File: src/verilog/lfws_map.svh
`ifndef LFWS_MAP_SVH
`define LFWS_MAP_SVH
`define LFWS_CMD_MEMWR 8'h2c
`define LFWS_CMD_PARTIAL 8'h30
`define LFWS_CMD_SCROLLDEF 8'h33
`define LFWS_CMD_PARTIAL_ON 8'h12
`define LFWS_CMD_NORMAL_ON 8'h13
`define LFWS_MY_BIT 7
`define LFWS_MX_BIT 6
`define LFWS_MV_BIT 5
`define LFWS_ML_BIT 4
`define LFWS_GEOM_128 2'b01
`define LFWS_GEOM_160 2'b11
`define LFWS_GEOM_RST 2'b11
`define LFWS_MEMORY_ACCESS_CONTROL_RST 8'h00
`define LFWS_MAX_COL 16'h007f
`define LFWS_MAX_ROW_128 16'h007f
`define LFWS_MAX_ROW_160 16'h009f
`define LFWS_SR_RST 16'h0000
`define LFWS_TFA_RST 16'h0000
`define LFWS_VSA_RST 16'h00a0
`define LFWS_BFA_RST 16'h0000
`define LFWS_SSA_RST 16'h0000
`define LFWS_WIN_START_RST 16'h0000
`define LFWS_COL_END_RST 16'h007f
`define LFWS_PAGE_END_RST 16'h009f
`define LFWS_REG_CTRL 8'h00
`define LFWS_REG_WINCOL 8'h04
`define LFWS_REG_WINPAGE 8'h08
`define LFWS_REG_SSA 8'h0c
`define LFWS_REG_STATUS 8'h10
`define LFWS_REG_PARTIAL 8'h14
`define LFWS_REG_SCROLL 8'h18
`define LFWS_REG_BFA 8'h1c
`define LFWS_RESP_OKAY 2'b00
`define LFWS_RESP_SLVERR 2'b10
`endif

File: src/verilog/lfws_pkg.sv
package lfws_pkg;
   typedef enum logic [1:0] {
      LFWS_IDLE = 2'b00,
      LFWS_MEMWR = 2'b01,
      LFWS_PART = 2'b11,
      LFWS_SCRDEF = 2'b10
   } lfws_state_t;
endpackage

File: src/verilog/lfws_cmd_top.sv
// Summary of operation
// RULE1 - memory write command has select low, pixel bytes high; bytes latch on strobe rise
// RULE2 - accepting memory write reloads column and page counters to their start values
// RULE3 - start column and page follow the access control orientation bits
// RULE4 - each 18-bit pixel is stored at the counters, then counters advance
// RULE5 - any other command byte ends the memory write at once
// RULE6 - memory write leaves display, scroll, partial and sleep state untouched
// RULE7 - frame memory is never cleared by reset
// RULE8 - partial area takes four bytes: start high, start low, end high, end low
// RULE9 - partial rows are memory line pointers, not panel lines; partialHit here compares them with refreshLine, before the scroll mapping
// RULE10 - equal partial start and end rows give a one-row area
// RULE11 - partial start resets to 0, end to 127 or 159 per geometry
// RULE12 - scroll definition takes top fixed, scroll height, bottom fixed, high byte first
// RULE13 - refresh bit clear: top fixed counted from top, scroll follows it
// RULE14 - refresh bit set: top fixed counted from bottom, roles swap
// RULE15 - scroll height counts memory lines from the scroll start address
// RULE16 - host keeps the three scroll counts summing to the geometry's lines
// RULE17 - host keeps row/column swap clear while scrolling
// RULE18 - top fixed resets to 0 and scroll height to 160
// RULE19 - normal mode on or partial mode on leaves scroll mode
// RULE20 - host sets the memory window before entering scroll mode
// RULE21 - memory write uses the latest window start and end values
// RULE22 - geometry 01 selects 128 lines, 11 selects 160 lines
// RULE23 - pixels outside the geometry's column or row range are dropped
// RULE24 - column wraps to start and bumps page; page wraps to start
// RULE25 - end row below start row wraps partial area through last line
//
// Design decisions made here: the address map and the AXI4-Lite register port.
`timescale 1ns/1ps
`include "lfws_map.svh"
module lfws_cmd_top
   import lfws_pkg::*;
(
   input wire logic clk,
   input wire logic rst_b,
   input wire logic data_command_select,
   input wire logic write_strobe_n,
   input wire logic [7:0] hostData,
   input wire logic [7:0] refreshLine,
   input wire logic [7:0] s_axi_awaddr,
   input wire logic s_axi_awvalid,
   output logic s_axi_awready,
   input wire logic [31:0] s_axi_wdata,
   input wire logic [3:0] s_axi_wstrb,
   input wire logic s_axi_wvalid,
   output logic s_axi_wready,
   output logic [1:0] s_axi_bresp,
   output logic s_axi_bvalid,
   input wire logic s_axi_bready,
   input wire logic [7:0] s_axi_araddr,
   input wire logic s_axi_arvalid,
   output logic s_axi_arready,
   output logic [31:0] s_axi_rdata,
   output logic [1:0] s_axi_rresp,
   output logic s_axi_rvalid,
   input wire logic s_axi_rready,
   output logic memWrEn,
   output logic [6:0] memColumn,
   output logic [7:0] memRow,
   output logic [17:0] memPixel,
   output logic [7:0] scrollLine,
   output logic partialHit,
   output logic scrollMode
);
   function automatic logic [15:0] step(input logic [15:0] v, input logic down);
      step = down ? 16'(v - 16'h0001) : 16'(v + 16'h0001);
   endfunction

   function automatic logic [31:0] merge(input logic [31:0] old, input logic [31:0] nw,
                                         input logic [3:0] strb);
      logic [31:0] r;
      r = old;
      for (int i = 0; i < 4; i++) begin
         if (strb[i]) begin
            r[i*8 +: 8] = nw[i*8 +: 8];
         end
      end
      merge = r;
   endfunction

   logic byteValid;
   logic byteIsCmd;
   logic [7:0] byteData;
   logic wrEn;
   logic [7:0] wrAddr;
   logic [31:0] wrData;
   logic [3:0] wrStrb;
   lfws_state_t state;
   logic [2:0] paramIdx;
   logic [7:0] paramHi;
   logic [1:0] pixPhase;
   logic [5:0] pixR;
   logic [5:0] pixG;
   logic [15:0] colCnt;
   logic [15:0] pageCnt;
   logic [7:0] memory_access_control;
   logic [1:0] geom;
   logic [15:0] sc;
   logic [15:0] ec;
   logic [15:0] sp;
   logic [15:0] ep;
   logic [15:0] ssa;
   logic [15:0] sr;
   logic [15:0] er;
   logic [15:0] top_fixed_lines;
   logic [15:0] scroll_region_lines;
   logic [15:0] bfa;

   lfws_byte_capture u_capture (
      .clk(clk),
      .rst_b(rst_b),
      .data_command_select(data_command_select),
      .write_strobe_n(write_strobe_n),
      .busData(hostData),
      .byteValid(byteValid),
      .byteIsCmd(byteIsCmd),
      .byteData(byteData)
   );

   // command decode
   wire cmdIn = byteValid & byteIsCmd;
   wire parIn = byteValid & ~byteIsCmd;
   wire isWrCmd = cmdIn && byteData == `LFWS_CMD_MEMWR;
   wire isModeOn = cmdIn &&
      (byteData == `LFWS_CMD_NORMAL_ON || byteData == `LFWS_CMD_PARTIAL_ON);
   wire lowParam = paramIdx[0];
   wire [15:0] paramWord = {paramHi, byteData};
   lfws_state_t next_state;
   assign next_state = isWrCmd ? LFWS_MEMWR :
      byteData == `LFWS_CMD_PARTIAL ? LFWS_PART :
      byteData == `LFWS_CMD_SCROLLDEF ? LFWS_SCRDEF : LFWS_IDLE;

   // orientation: mirrored axes run the counters downward from the end
   wire my = memory_access_control[`LFWS_MY_BIT];
   wire mx = memory_access_control[`LFWS_MX_BIT];
   wire mv = memory_access_control[`LFWS_MV_BIT];
   wire ml = memory_access_control[`LFWS_ML_BIT];
   wire [15:0] colFirst = mx ? ec : sc; // see RULE3
   wire [15:0] colLast = mx ? sc : ec;
   wire [15:0] pageFirst = my ? ep : sp; // see RULE3
   wire [15:0] pageLast = my ? sp : ep;

   // pixel path, three bytes per 18-bit word, upper six bits of each
   wire pixelDone = state == LFWS_MEMWR && parIn && pixPhase == 2'd2;
   wire [17:0] pixelWord = {pixR, pixG, byteData[7:2]};
   wire [15:0] physCol = mv ? pageCnt : colCnt;
   wire [15:0] physRow = mv ? colCnt : pageCnt;
   wire [15:0] maxRow = geom == `LFWS_GEOM_128 ? `LFWS_MAX_ROW_128 : `LFWS_MAX_ROW_160;
   wire inRange = physCol <= `LFWS_MAX_COL && physRow <= maxRow; // see RULE22
   wire colWrap = colCnt == colLast;
   wire [15:0] next_col = colWrap ? colFirst : step(colCnt, mx); // see RULE24
   wire [15:0] next_page = !colWrap ? pageCnt :
      pageCnt == pageLast ? pageFirst : step(pageCnt, my); // see RULE24

   // reset clears the strobe, column, row and pixel outputs of the memory port; contents are never cleared
   always_ff @(posedge clk) begin // see RULE7
      if (!rst_b) begin
         memWrEn <= 1'b0;
         memColumn <= 7'h00;
         memRow <= 8'h00;
         memPixel <= 18'h0_0000;
      end else begin
         memWrEn <= pixelDone && inRange; // see RULE23
         if (pixelDone) begin
            memColumn <= physCol[6:0]; // see RULE4
            memRow <= physRow[7:0];
            memPixel <= pixelWord;
         end
      end
   end

   always_ff @(posedge clk) begin
      if (!rst_b) begin
         colCnt <= `LFWS_WIN_START_RST;
         pageCnt <= `LFWS_WIN_START_RST;
         pixPhase <= 2'd0;
         pixR <= 6'h00;
         pixG <= 6'h00;
      end else if (isWrCmd) begin
         colCnt <= colFirst; // see RULE2
         pageCnt <= pageFirst; // see RULE21
         pixPhase <= 2'd0;
      end else if (state == LFWS_MEMWR && parIn) begin
         pixPhase <= pixPhase == 2'd2 ? 2'd0 : 2'(pixPhase + 2'd1);
         if (pixPhase == 2'd0) begin
            pixR <= byteData[7:2];
         end
         if (pixPhase == 2'd1) begin
            pixG <= byteData[7:2];
         end
         if (pixelDone) begin
            colCnt <= next_col; // see RULE4
            pageCnt <= next_page;
         end
      end
   end

   // any command byte restarts parsing; a stray byte after the last parameter is ignored
   always_ff @(posedge clk) begin
      if (!rst_b) begin
         state <= LFWS_IDLE;
         paramIdx <= 3'd0;
         paramHi <= 8'h00;
      end else if (cmdIn) begin
         state <= next_state; // see RULE5
         paramIdx <= 3'd0;
      end else if (parIn && state != LFWS_MEMWR && state != LFWS_IDLE) begin
         paramIdx <= 3'(paramIdx + 3'd1);
         if (!lowParam) begin
            paramHi <= byteData;
         end
         if ((state == LFWS_PART && paramIdx == 3'd3) ||
             (state == LFWS_SCRDEF && paramIdx == 3'd5)) begin
            state <= LFWS_IDLE;
         end
      end
   end

   // parameter words land on their low byte
   always_ff @(posedge clk) begin
      if (!rst_b) begin
         sr <= `LFWS_SR_RST; // see RULE11
         er <= (`LFWS_GEOM_RST == `LFWS_GEOM_128) ? `LFWS_MAX_ROW_128 : `LFWS_MAX_ROW_160;
         top_fixed_lines <= `LFWS_TFA_RST; // see RULE18
         scroll_region_lines <= `LFWS_VSA_RST;
         bfa <= `LFWS_BFA_RST;
         scrollMode <= 1'b0;
      end else begin
         if (isModeOn) begin
            scrollMode <= 1'b0; // see RULE19
         end
         if (parIn && lowParam) begin
            unique case (state)
               LFWS_PART: begin
                  if (paramIdx == 3'd1) begin
                     sr <= paramWord; // see RULE8
                  end
                  if (paramIdx == 3'd3) begin
                     er <= paramWord;
                  end
               end
               LFWS_SCRDEF: begin
                  if (paramIdx == 3'd1) begin
                     top_fixed_lines <= paramWord; // see RULE12
                  end
                  if (paramIdx == 3'd3) begin
                     scroll_region_lines <= paramWord;
                  end
                  if (paramIdx == 3'd5) begin
                     bfa <= paramWord;
                     scrollMode <= 1'b1;
                  end
               end
               LFWS_MEMWR: begin
               end
               LFWS_IDLE: begin
               end
            endcase
         end
      end
   end

   // line mapping for the refresh side; the low fixed block swaps with the refresh bit
   wire [15:0] lineW = {8'h00, refreshLine};
   wire [15:0] lowFixed = ml ? bfa : top_fixed_lines; // see RULE14
   wire [15:0] scrollEnd = 16'(lowFixed + scroll_region_lines);
   wire inScroll = scrollMode && lineW >= lowFixed && lineW < scrollEnd; // see RULE13
   // offset dips below zero when the low block is large; one fold either way suffices
   wire [15:0] offRaw = 16'(lineW - lowFixed + ssa - lowFixed); // see RULE15
   wire [15:0] offWrap = offRaw[15] ? 16'(offRaw + scroll_region_lines) :
      offRaw >= scroll_region_lines ? 16'(offRaw - scroll_region_lines) : offRaw;
   wire [7:0] next_scrollLine = inScroll ? 8'(lowFixed + offWrap) : refreshLine;
   wire next_partialHit = sr <= er ? (lineW >= sr && lineW <= er) : // see RULE10
      (lineW >= sr || lineW <= er); // see RULE25

   always_ff @(posedge clk) begin
      if (!rst_b) begin
         scrollLine <= 8'h00;
         partialHit <= 1'b0;
      end else begin
         scrollLine <= next_scrollLine;
         partialHit <= next_partialHit; // see RULE9
      end
   end

   // register file
   wire [31:0] ctrlWord = {22'h00_0000, geom, memory_access_control};
   wire [31:0] colWord = {ec, sc};
   wire [31:0] pageWord = {ep, sp};
   wire [31:0] ssaWord = {16'h0000, ssa};
   wire [31:0] statusWord = {28'h000_0000, state, scrollMode, state == LFWS_MEMWR};
   wire wrCtrl = wrEn && wrAddr == `LFWS_REG_CTRL;
   wire wrCol = wrEn && wrAddr == `LFWS_REG_WINCOL;
   wire wrPage = wrEn && wrAddr == `LFWS_REG_WINPAGE;
   wire wrSsa = wrEn && wrAddr == `LFWS_REG_SSA;
   wire wrErr = !(wrAddr == `LFWS_REG_CTRL || wrAddr == `LFWS_REG_WINCOL ||
                  wrAddr == `LFWS_REG_WINPAGE || wrAddr == `LFWS_REG_SSA);
   wire [31:0] ctrlNew = merge(ctrlWord, wrData, wrStrb);
   wire [31:0] colNew = merge(colWord, wrData, wrStrb);
   wire [31:0] pageNew = merge(pageWord, wrData, wrStrb);
   wire [31:0] ssaNew = merge(ssaWord, wrData, wrStrb);
   wire [7:0] ra = s_axi_araddr;
   wire rdErr = ra[1:0] != 2'b00 || ra > `LFWS_REG_BFA;
   wire [31:0] rdData =
      ra == `LFWS_REG_CTRL ? ctrlWord :
      ra == `LFWS_REG_WINCOL ? colWord :
      ra == `LFWS_REG_WINPAGE ? pageWord :
      ra == `LFWS_REG_SSA ? ssaWord :
      ra == `LFWS_REG_STATUS ? statusWord :
      ra == `LFWS_REG_PARTIAL ? {er, sr} :
      ra == `LFWS_REG_SCROLL ? {scroll_region_lines, top_fixed_lines} :
      ra == `LFWS_REG_BFA ? {16'h0000, bfa} : 32'h0000_0000;

   always_ff @(posedge clk) begin
      if (!rst_b) begin
         memory_access_control <= `LFWS_MEMORY_ACCESS_CONTROL_RST;
         geom <= `LFWS_GEOM_RST;
         sc <= `LFWS_WIN_START_RST;
         ec <= `LFWS_COL_END_RST;
         sp <= `LFWS_WIN_START_RST;
         ep <= `LFWS_PAGE_END_RST;
         ssa <= `LFWS_SSA_RST;
      end else begin
         if (wrCtrl) begin
            memory_access_control <= ctrlNew[7:0];
            geom <= ctrlNew[9:8];
         end
         if (wrCol) begin
            sc <= colNew[15:0];
            ec <= colNew[31:16];
         end
         if (wrPage) begin
            sp <= pageNew[15:0];
            ep <= pageNew[31:16];
         end
         if (wrSsa) begin
            ssa <= ssaNew[15:0];
         end
      end
   end

   lfws_axil_slave u_axil (
      .clk(clk),
      .rst_b(rst_b),
      .s_axi_awaddr(s_axi_awaddr),
      .s_axi_awvalid(s_axi_awvalid),
      .s_axi_awready(s_axi_awready),
      .s_axi_wdata(s_axi_wdata),
      .s_axi_wstrb(s_axi_wstrb),
      .s_axi_wvalid(s_axi_wvalid),
      .s_axi_wready(s_axi_wready),
      .s_axi_bresp(s_axi_bresp),
      .s_axi_bvalid(s_axi_bvalid),
      .s_axi_bready(s_axi_bready),
      .s_axi_araddr(s_axi_araddr),
      .s_axi_arvalid(s_axi_arvalid),
      .s_axi_arready(s_axi_arready),
      .s_axi_rdata(s_axi_rdata),
      .s_axi_rresp(s_axi_rresp),
      .s_axi_rvalid(s_axi_rvalid),
      .s_axi_rready(s_axi_rready),
      .wrEn(wrEn),
      .wrAddr(wrAddr),
      .wrData(wrData),
      .wrStrb(wrStrb),
      .wrErr(wrErr),
      .rdData(rdData),
      .rdErr(rdErr)
   );
endmodule

File: src/verilog/lfws_byte_capture.sv
`timescale 1ns/1ps
module lfws_byte_capture
   import lfws_pkg::*;
(
   input wire logic clk,
   input wire logic rst_b,
   input wire logic data_command_select,
   input wire logic write_strobe_n,
   input wire logic [7:0] busData,
   output logic byteValid,
   output logic byteIsCmd,
   output logic [7:0] byteData
);
   logic strobePrev;
   wire strobeRise = write_strobe_n & ~strobePrev;

   // idle-high reset value keeps a strobe held high at release from looking like an edge
   always_ff @(posedge clk) begin
      if (!rst_b) begin
         strobePrev <= 1'b1;
         byteValid <= 1'b0;
         byteIsCmd <= 1'b0;
         byteData <= 8'h00;
      end else begin
         strobePrev <= write_strobe_n;
         byteValid <= strobeRise; // see RULE1
         if (strobeRise) begin
            byteIsCmd <= ~data_command_select;
            byteData <= busData;
         end
      end
   end
endmodule

File: src/verilog/lfws_axil_slave.sv
`timescale 1ns/1ps
module lfws_axil_slave
   import lfws_pkg::*;
(
   input wire logic clk,
   input wire logic rst_b,
   input wire logic [7:0] s_axi_awaddr,
   input wire logic s_axi_awvalid,
   output logic s_axi_awready,
   input wire logic [31:0] s_axi_wdata,
   input wire logic [3:0] s_axi_wstrb,
   input wire logic s_axi_wvalid,
   output logic s_axi_wready,
   output logic [1:0] s_axi_bresp,
   output logic s_axi_bvalid,
   input wire logic s_axi_bready,
   input wire logic [7:0] s_axi_araddr,
   input wire logic s_axi_arvalid,
   output logic s_axi_arready,
   output logic [31:0] s_axi_rdata,
   output logic [1:0] s_axi_rresp,
   output logic s_axi_rvalid,
   input wire logic s_axi_rready,
   output logic wrEn,
   output logic [7:0] wrAddr,
   output logic [31:0] wrData,
   output logic [3:0] wrStrb,
   input wire logic wrErr,
   input wire logic [31:0] rdData,
   input wire logic rdErr
);
   logic awHeld;
   logic wHeld;
   wire awFire = s_axi_awvalid & s_axi_awready;
   wire wFire = s_axi_wvalid & s_axi_wready;
   wire arFire = s_axi_arvalid & s_axi_arready;
   wire doWrite = awHeld & wHeld & ~s_axi_bvalid;
   wire next_awHeld = (awHeld | awFire) & ~doWrite;
   wire next_wHeld = (wHeld | wFire) & ~doWrite;
   assign wrEn = doWrite;

   always_ff @(posedge clk) begin
      if (!rst_b) begin
         awHeld <= 1'b0;
         wHeld <= 1'b0;
         s_axi_awready <= 1'b0;
         s_axi_wready <= 1'b0;
         s_axi_bvalid <= 1'b0;
         s_axi_bresp <= `LFWS_RESP_OKAY;
         wrAddr <= 8'h00;
         wrData <= 32'h0000_0000;
         wrStrb <= 4'h0;
      end else begin
         awHeld <= next_awHeld;
         wHeld <= next_wHeld;
         s_axi_awready <= ~next_awHeld;
         s_axi_wready <= ~next_wHeld;
         if (awFire) begin
            wrAddr <= s_axi_awaddr;
         end
         if (wFire) begin
            wrData <= s_axi_wdata;
            wrStrb <= s_axi_wstrb;
         end
         if (doWrite) begin
            s_axi_bvalid <= 1'b1;
            s_axi_bresp <= wrErr ? `LFWS_RESP_SLVERR : `LFWS_RESP_OKAY;
         end else if (s_axi_bready) begin
            s_axi_bvalid <= 1'b0;
         end
      end
   end

   always_ff @(posedge clk) begin
      if (!rst_b) begin
         s_axi_arready <= 1'b0;
         s_axi_rvalid <= 1'b0;
         s_axi_rdata <= 32'h0000_0000;
         s_axi_rresp <= `LFWS_RESP_OKAY;
      end else if (arFire) begin
         s_axi_arready <= 1'b0;
         s_axi_rvalid <= 1'b1;
         s_axi_rdata <= rdData;
         s_axi_rresp <= rdErr ? `LFWS_RESP_SLVERR : `LFWS_RESP_OKAY;
      end else if (!s_axi_rvalid || s_axi_rready) begin
         s_axi_rvalid <= 1'b0;
         s_axi_arready <= 1'b1;
      end
   end
endmodule

File: config.mk
export PLATFORM = sky130hd
export DESIGN_NAME = lfws_cmd_top
export DESIGN_NICKNAME = d
export VERILOG_FILES = /design/src/verilog/lfws_pkg.sv /design/src/verilog/lfws_cmd_top.sv /design/src/verilog/lfws_byte_capture.sv /design/src/verilog/lfws_axil_slave.sv
export VERILOG_INCLUDE_DIRS = /design/src /design/src/verilog
export SDC_FILE = /design/constraint.sdc
export NUM_CORES = 1
export LEC_CHECK = 0
export BUFFER_PORTS_ARGS = -buffer_cell sky130_fd_sc_hd__buf_4
export CAP_MARGIN = 0
export CORE_ASPECT_RATIO = 1.75
export CORE_UTILIZATION = 35
export DETAILED_ROUTE_END_ITERATION = 8
export PLACE_DENSITY_LB_ADDON = 0.08
export SKIP_LAST_GASP = 1
export SLEW_MARGIN = 20
export SYNTH_ARGS = -nofsm -noshare
export SYNTH_HDL_FRONTEND = slang
export SYNTH_SLANG_ARGS = --single-unit
File: constraint.sdc
create_clock -name clk -period 9.8 [get_ports clk]
set_clock_uncertainty 0.15 [all_clocks]
set_input_delay 1.96 -clock clk [delete_from_list [all_inputs] [get_ports clk]]
set_output_delay 1.96 -clock clk [all_outputs]
set_load 0.1 [all_outputs]
==> run metrics <==
status finished clean; Static Leak 0.00934 uW; Max FO, Critical Path 12; DP HPWL 67.1 mm; Slew @ Worst Pin 1080 ps; Final Max Tran Viols 0; Final #Nets 2898; Multi-input gate area 0.0125 sq mm; TritonRoute pass-1 iters 5; register bit count reported by yosys 369; crit end category register; Worst-Skew Late Latency 570 ps; die footprint 0.0607 sq mm; setup TNS 0 ps; fmax 118 MHz; cts bufs inserted 39; unrepaired setup endpoints after global routing false; Synth async-reset ratio 0%; Iter 0 DRT Violations 1103; IO Count 162; routed len/inst 24.4 um; RePlAce Congestion 0.904; Remaining Overflow, GRT 0; Syn Area/Cell 8.11 sq um; DRT Wirelength 84.5 mm; vias 19000; initial antenna violation count 2; Setup CP Type input pin to register; Clock H-tree levels 2; sequential fraction of the synthesis area 35.4%; number of synthesized flops with an enable pin 0; most used cell, CP a21oi_1; PwrDens 141 mW/mm^2; Yosys Warn Count 0; I/O Buffers 159; post-synthesis cell type count 78; Residual DRC 0; register area 0.00739 sq mm; clock-pin slew on the worst setup and hold paths 60 ps; most common cell after layout, fill and taps aside nand2_1; root buffer cell clkbuf_16; Fin. Hold Viols 0; commonest non-fill, non-tap cells in the layout 471 x nand2_1, 367 x dfxtp_1, 278 x a21oi_1, 186 x buf_4, 178 x nor2_1; Die Wd 187 um; chip height 325 um; final setup fails 0; Startpoint Class input pin; Max Cap Viol 0; Gate Count Post-Synth 2577; final instance area 0.0240 sq mm; main flop type after synthesis dfxtp_1; clk sinks 369; max incr delay on CP 710 ps; post-CTS setup buffers 0; CTS Hold Bufs 0; Initial Util 35.4%; Core Region 0.0591 sq mm; pin count of the biggest net entering global routing 131; Tcrit/Tclk final 86.8%; CTS tree yes; FP Rows 118; vias in the first global route 19100; Arrival @ worst endpoint 8850 ps; vias per cell 5.47; Slowest-stage cell, CP o21bai_1; critical path required time 10140 ps; Worst Hold Class register to register; Slew Limit Headroom 27.9%; GR Util All Layers 27.6%; VDD IR max 103 uV; post-synthesis cell area 0.0209 sq mm; post-CTS sizing 0; Tmin final 8510 ps; Max Buffers Root-to-Sink 3; fillers 6112; first-pass GRT wire length 124 mm; antenna viol nets, final 0; area growth from synthesis to layout 14.8%; layout cells sized above 1 10.6%; area post-placement 0.0227 sq mm
[cell type report]
type                            instances  share of cell area [%]
Antenna cell                            1                  0.0104
Multi-Input combinational cell       1944                    52.2
Timing Repair Buffer                  186                    5.82
Sequential cell                       369                    30.8
Tap cell                              780                    4.07
Clock buffer                           56                    4.67
Inverter                              117                    1.86
Clock inverter                         11                   0.501
[flip-flops by register name (all words and copies together) (netlist names), 16 cells and up]
register / count
sr: 16
colCnt: 16
ep: 16
sp: 16
ec: 16
top_fixed_lines: 16
bfa: 16
memPixel: 18
scroll_region_lines: 16
er: 16
ssa: 16
sc: 16
pageCnt: 16
u_axil.s_axi_rdata: 32
u_axil.wrData: 32
[per-layer routing]
layer,part of all wire [%],GRT usage [%],vias up
met4,8.1,20.2,0
li1,-,-,9170
met5,0,0,-
met1,35,26.9,9131
met2,54,53.3,468
met3,3.0,2.61,184
[kinds of logic after synthesis]
family / Yosys count / share of synthesized area [%]
mux: 180 / 8.90
flops: 369 / 35.4
simple gates: 882 / 18.1
buf+inv: 265 / 4.90
xor+xnor: 90 / 3.77
compound gates: 626 / 18.6
fa+ha+maj: 164 / 10.3
other cells: 1 / 0.0180
[through the flow]
stage          hold slack (ps)  utilization, %  setup slack (ps)  power [uW]  cells
2_1_floorplan              281               -              1770        1800   2578
3_3_place_gp               291            38.5               839        1930   3396
3_5_place_dp               297            38.5               787        1930   3396
4_1_cts                    306            40.6              1320        3410   3463
5_1_grt                    324            40.6               593        3490   3464
6_report                   304            40.6              1290        3370   3464
[final timing paths]
kind | from | endpoint | slack, ps | cells past startpoint
min | u_axil.wrAddr[4]$_SDFFE_PN0P_ | u_axil.wrAddr[4]$_SDFFE_PN0P_ | 300 | 2
max | refreshLine[1] | scrollLine[7]$_SDFF_PN0_ | 1290 | 32
max reg2reg | memory_access_control[4]$_SDFFE_PN0P_ | scrollLine[7]$_SDFF_PN0_ | 1520 | 29
min reg2reg | u_axil.wrAddr[4]$_SDFFE_PN0P_ | u_axil.wrAddr[4]$_SDFFE_PN0P_ | 300 | 2
[critical path: cells and delay by family]
family,cells,cell delay (ps)
AND/OR/NAND/NOR,1,70
adder cells (fa/ha/maj),5,1750
AO/OA/AOI/OAI,22,4480
XOR/XNOR,2,200
buffers and inverters,2,370
[report_power, final]
group / total [uW] / leakage [uW] / internal (uW) / switching (uW)
combinational: 341 / 0.00577 / 115 / 226
sequential: 1550 / 0.00298 / 1520 / 31.0
clock: 1480 / 0.000594 / 826 / 658
[synthesized netlist by cell type (11+ instances only)]
library cell / number / area [sq um]
nand2_1: 471 / 1770
and2_1: 13 / 81.3
a31oi_1: 22 / 138
nand4_1: 13 / 81.3
a21o_1: 29 / 218
mux2_2: 15 / 169
inv_1: 116 / 435
dfxtp_1: 369 / 7390
xnor2_1: 74 / 648
a22oi_1: 20 / 150
nor2b_1: 14 / 87.6
nor3_1: 33 / 165
nor2_1: 184 / 691
a221oi_1: 31 / 272
ha_1: 150 / 1880
buf_1: 12 / 45.0
a22o_1: 22 / 193
xor2_1: 16 / 140
fa_1: 14 / 280
o211ai_1: 33 / 248
a21oi_1: 278 / 1390
nand2b_1: 20 / 125
o21bai_1: 14 / 105
a211oi_1: 25 / 188
nor4_1: 18 / 113
nand3_1: 72 / 360
and3_1: 13 / 81.3
buf_2: 11 / 55.1
o21ai_0: 87 / 435
mux2i_1: 162 / 1620
clkbuf_1: 122 / 458
o21a_1: 16 / 120
Note: power is estimated with default switching activity, not from simulation.
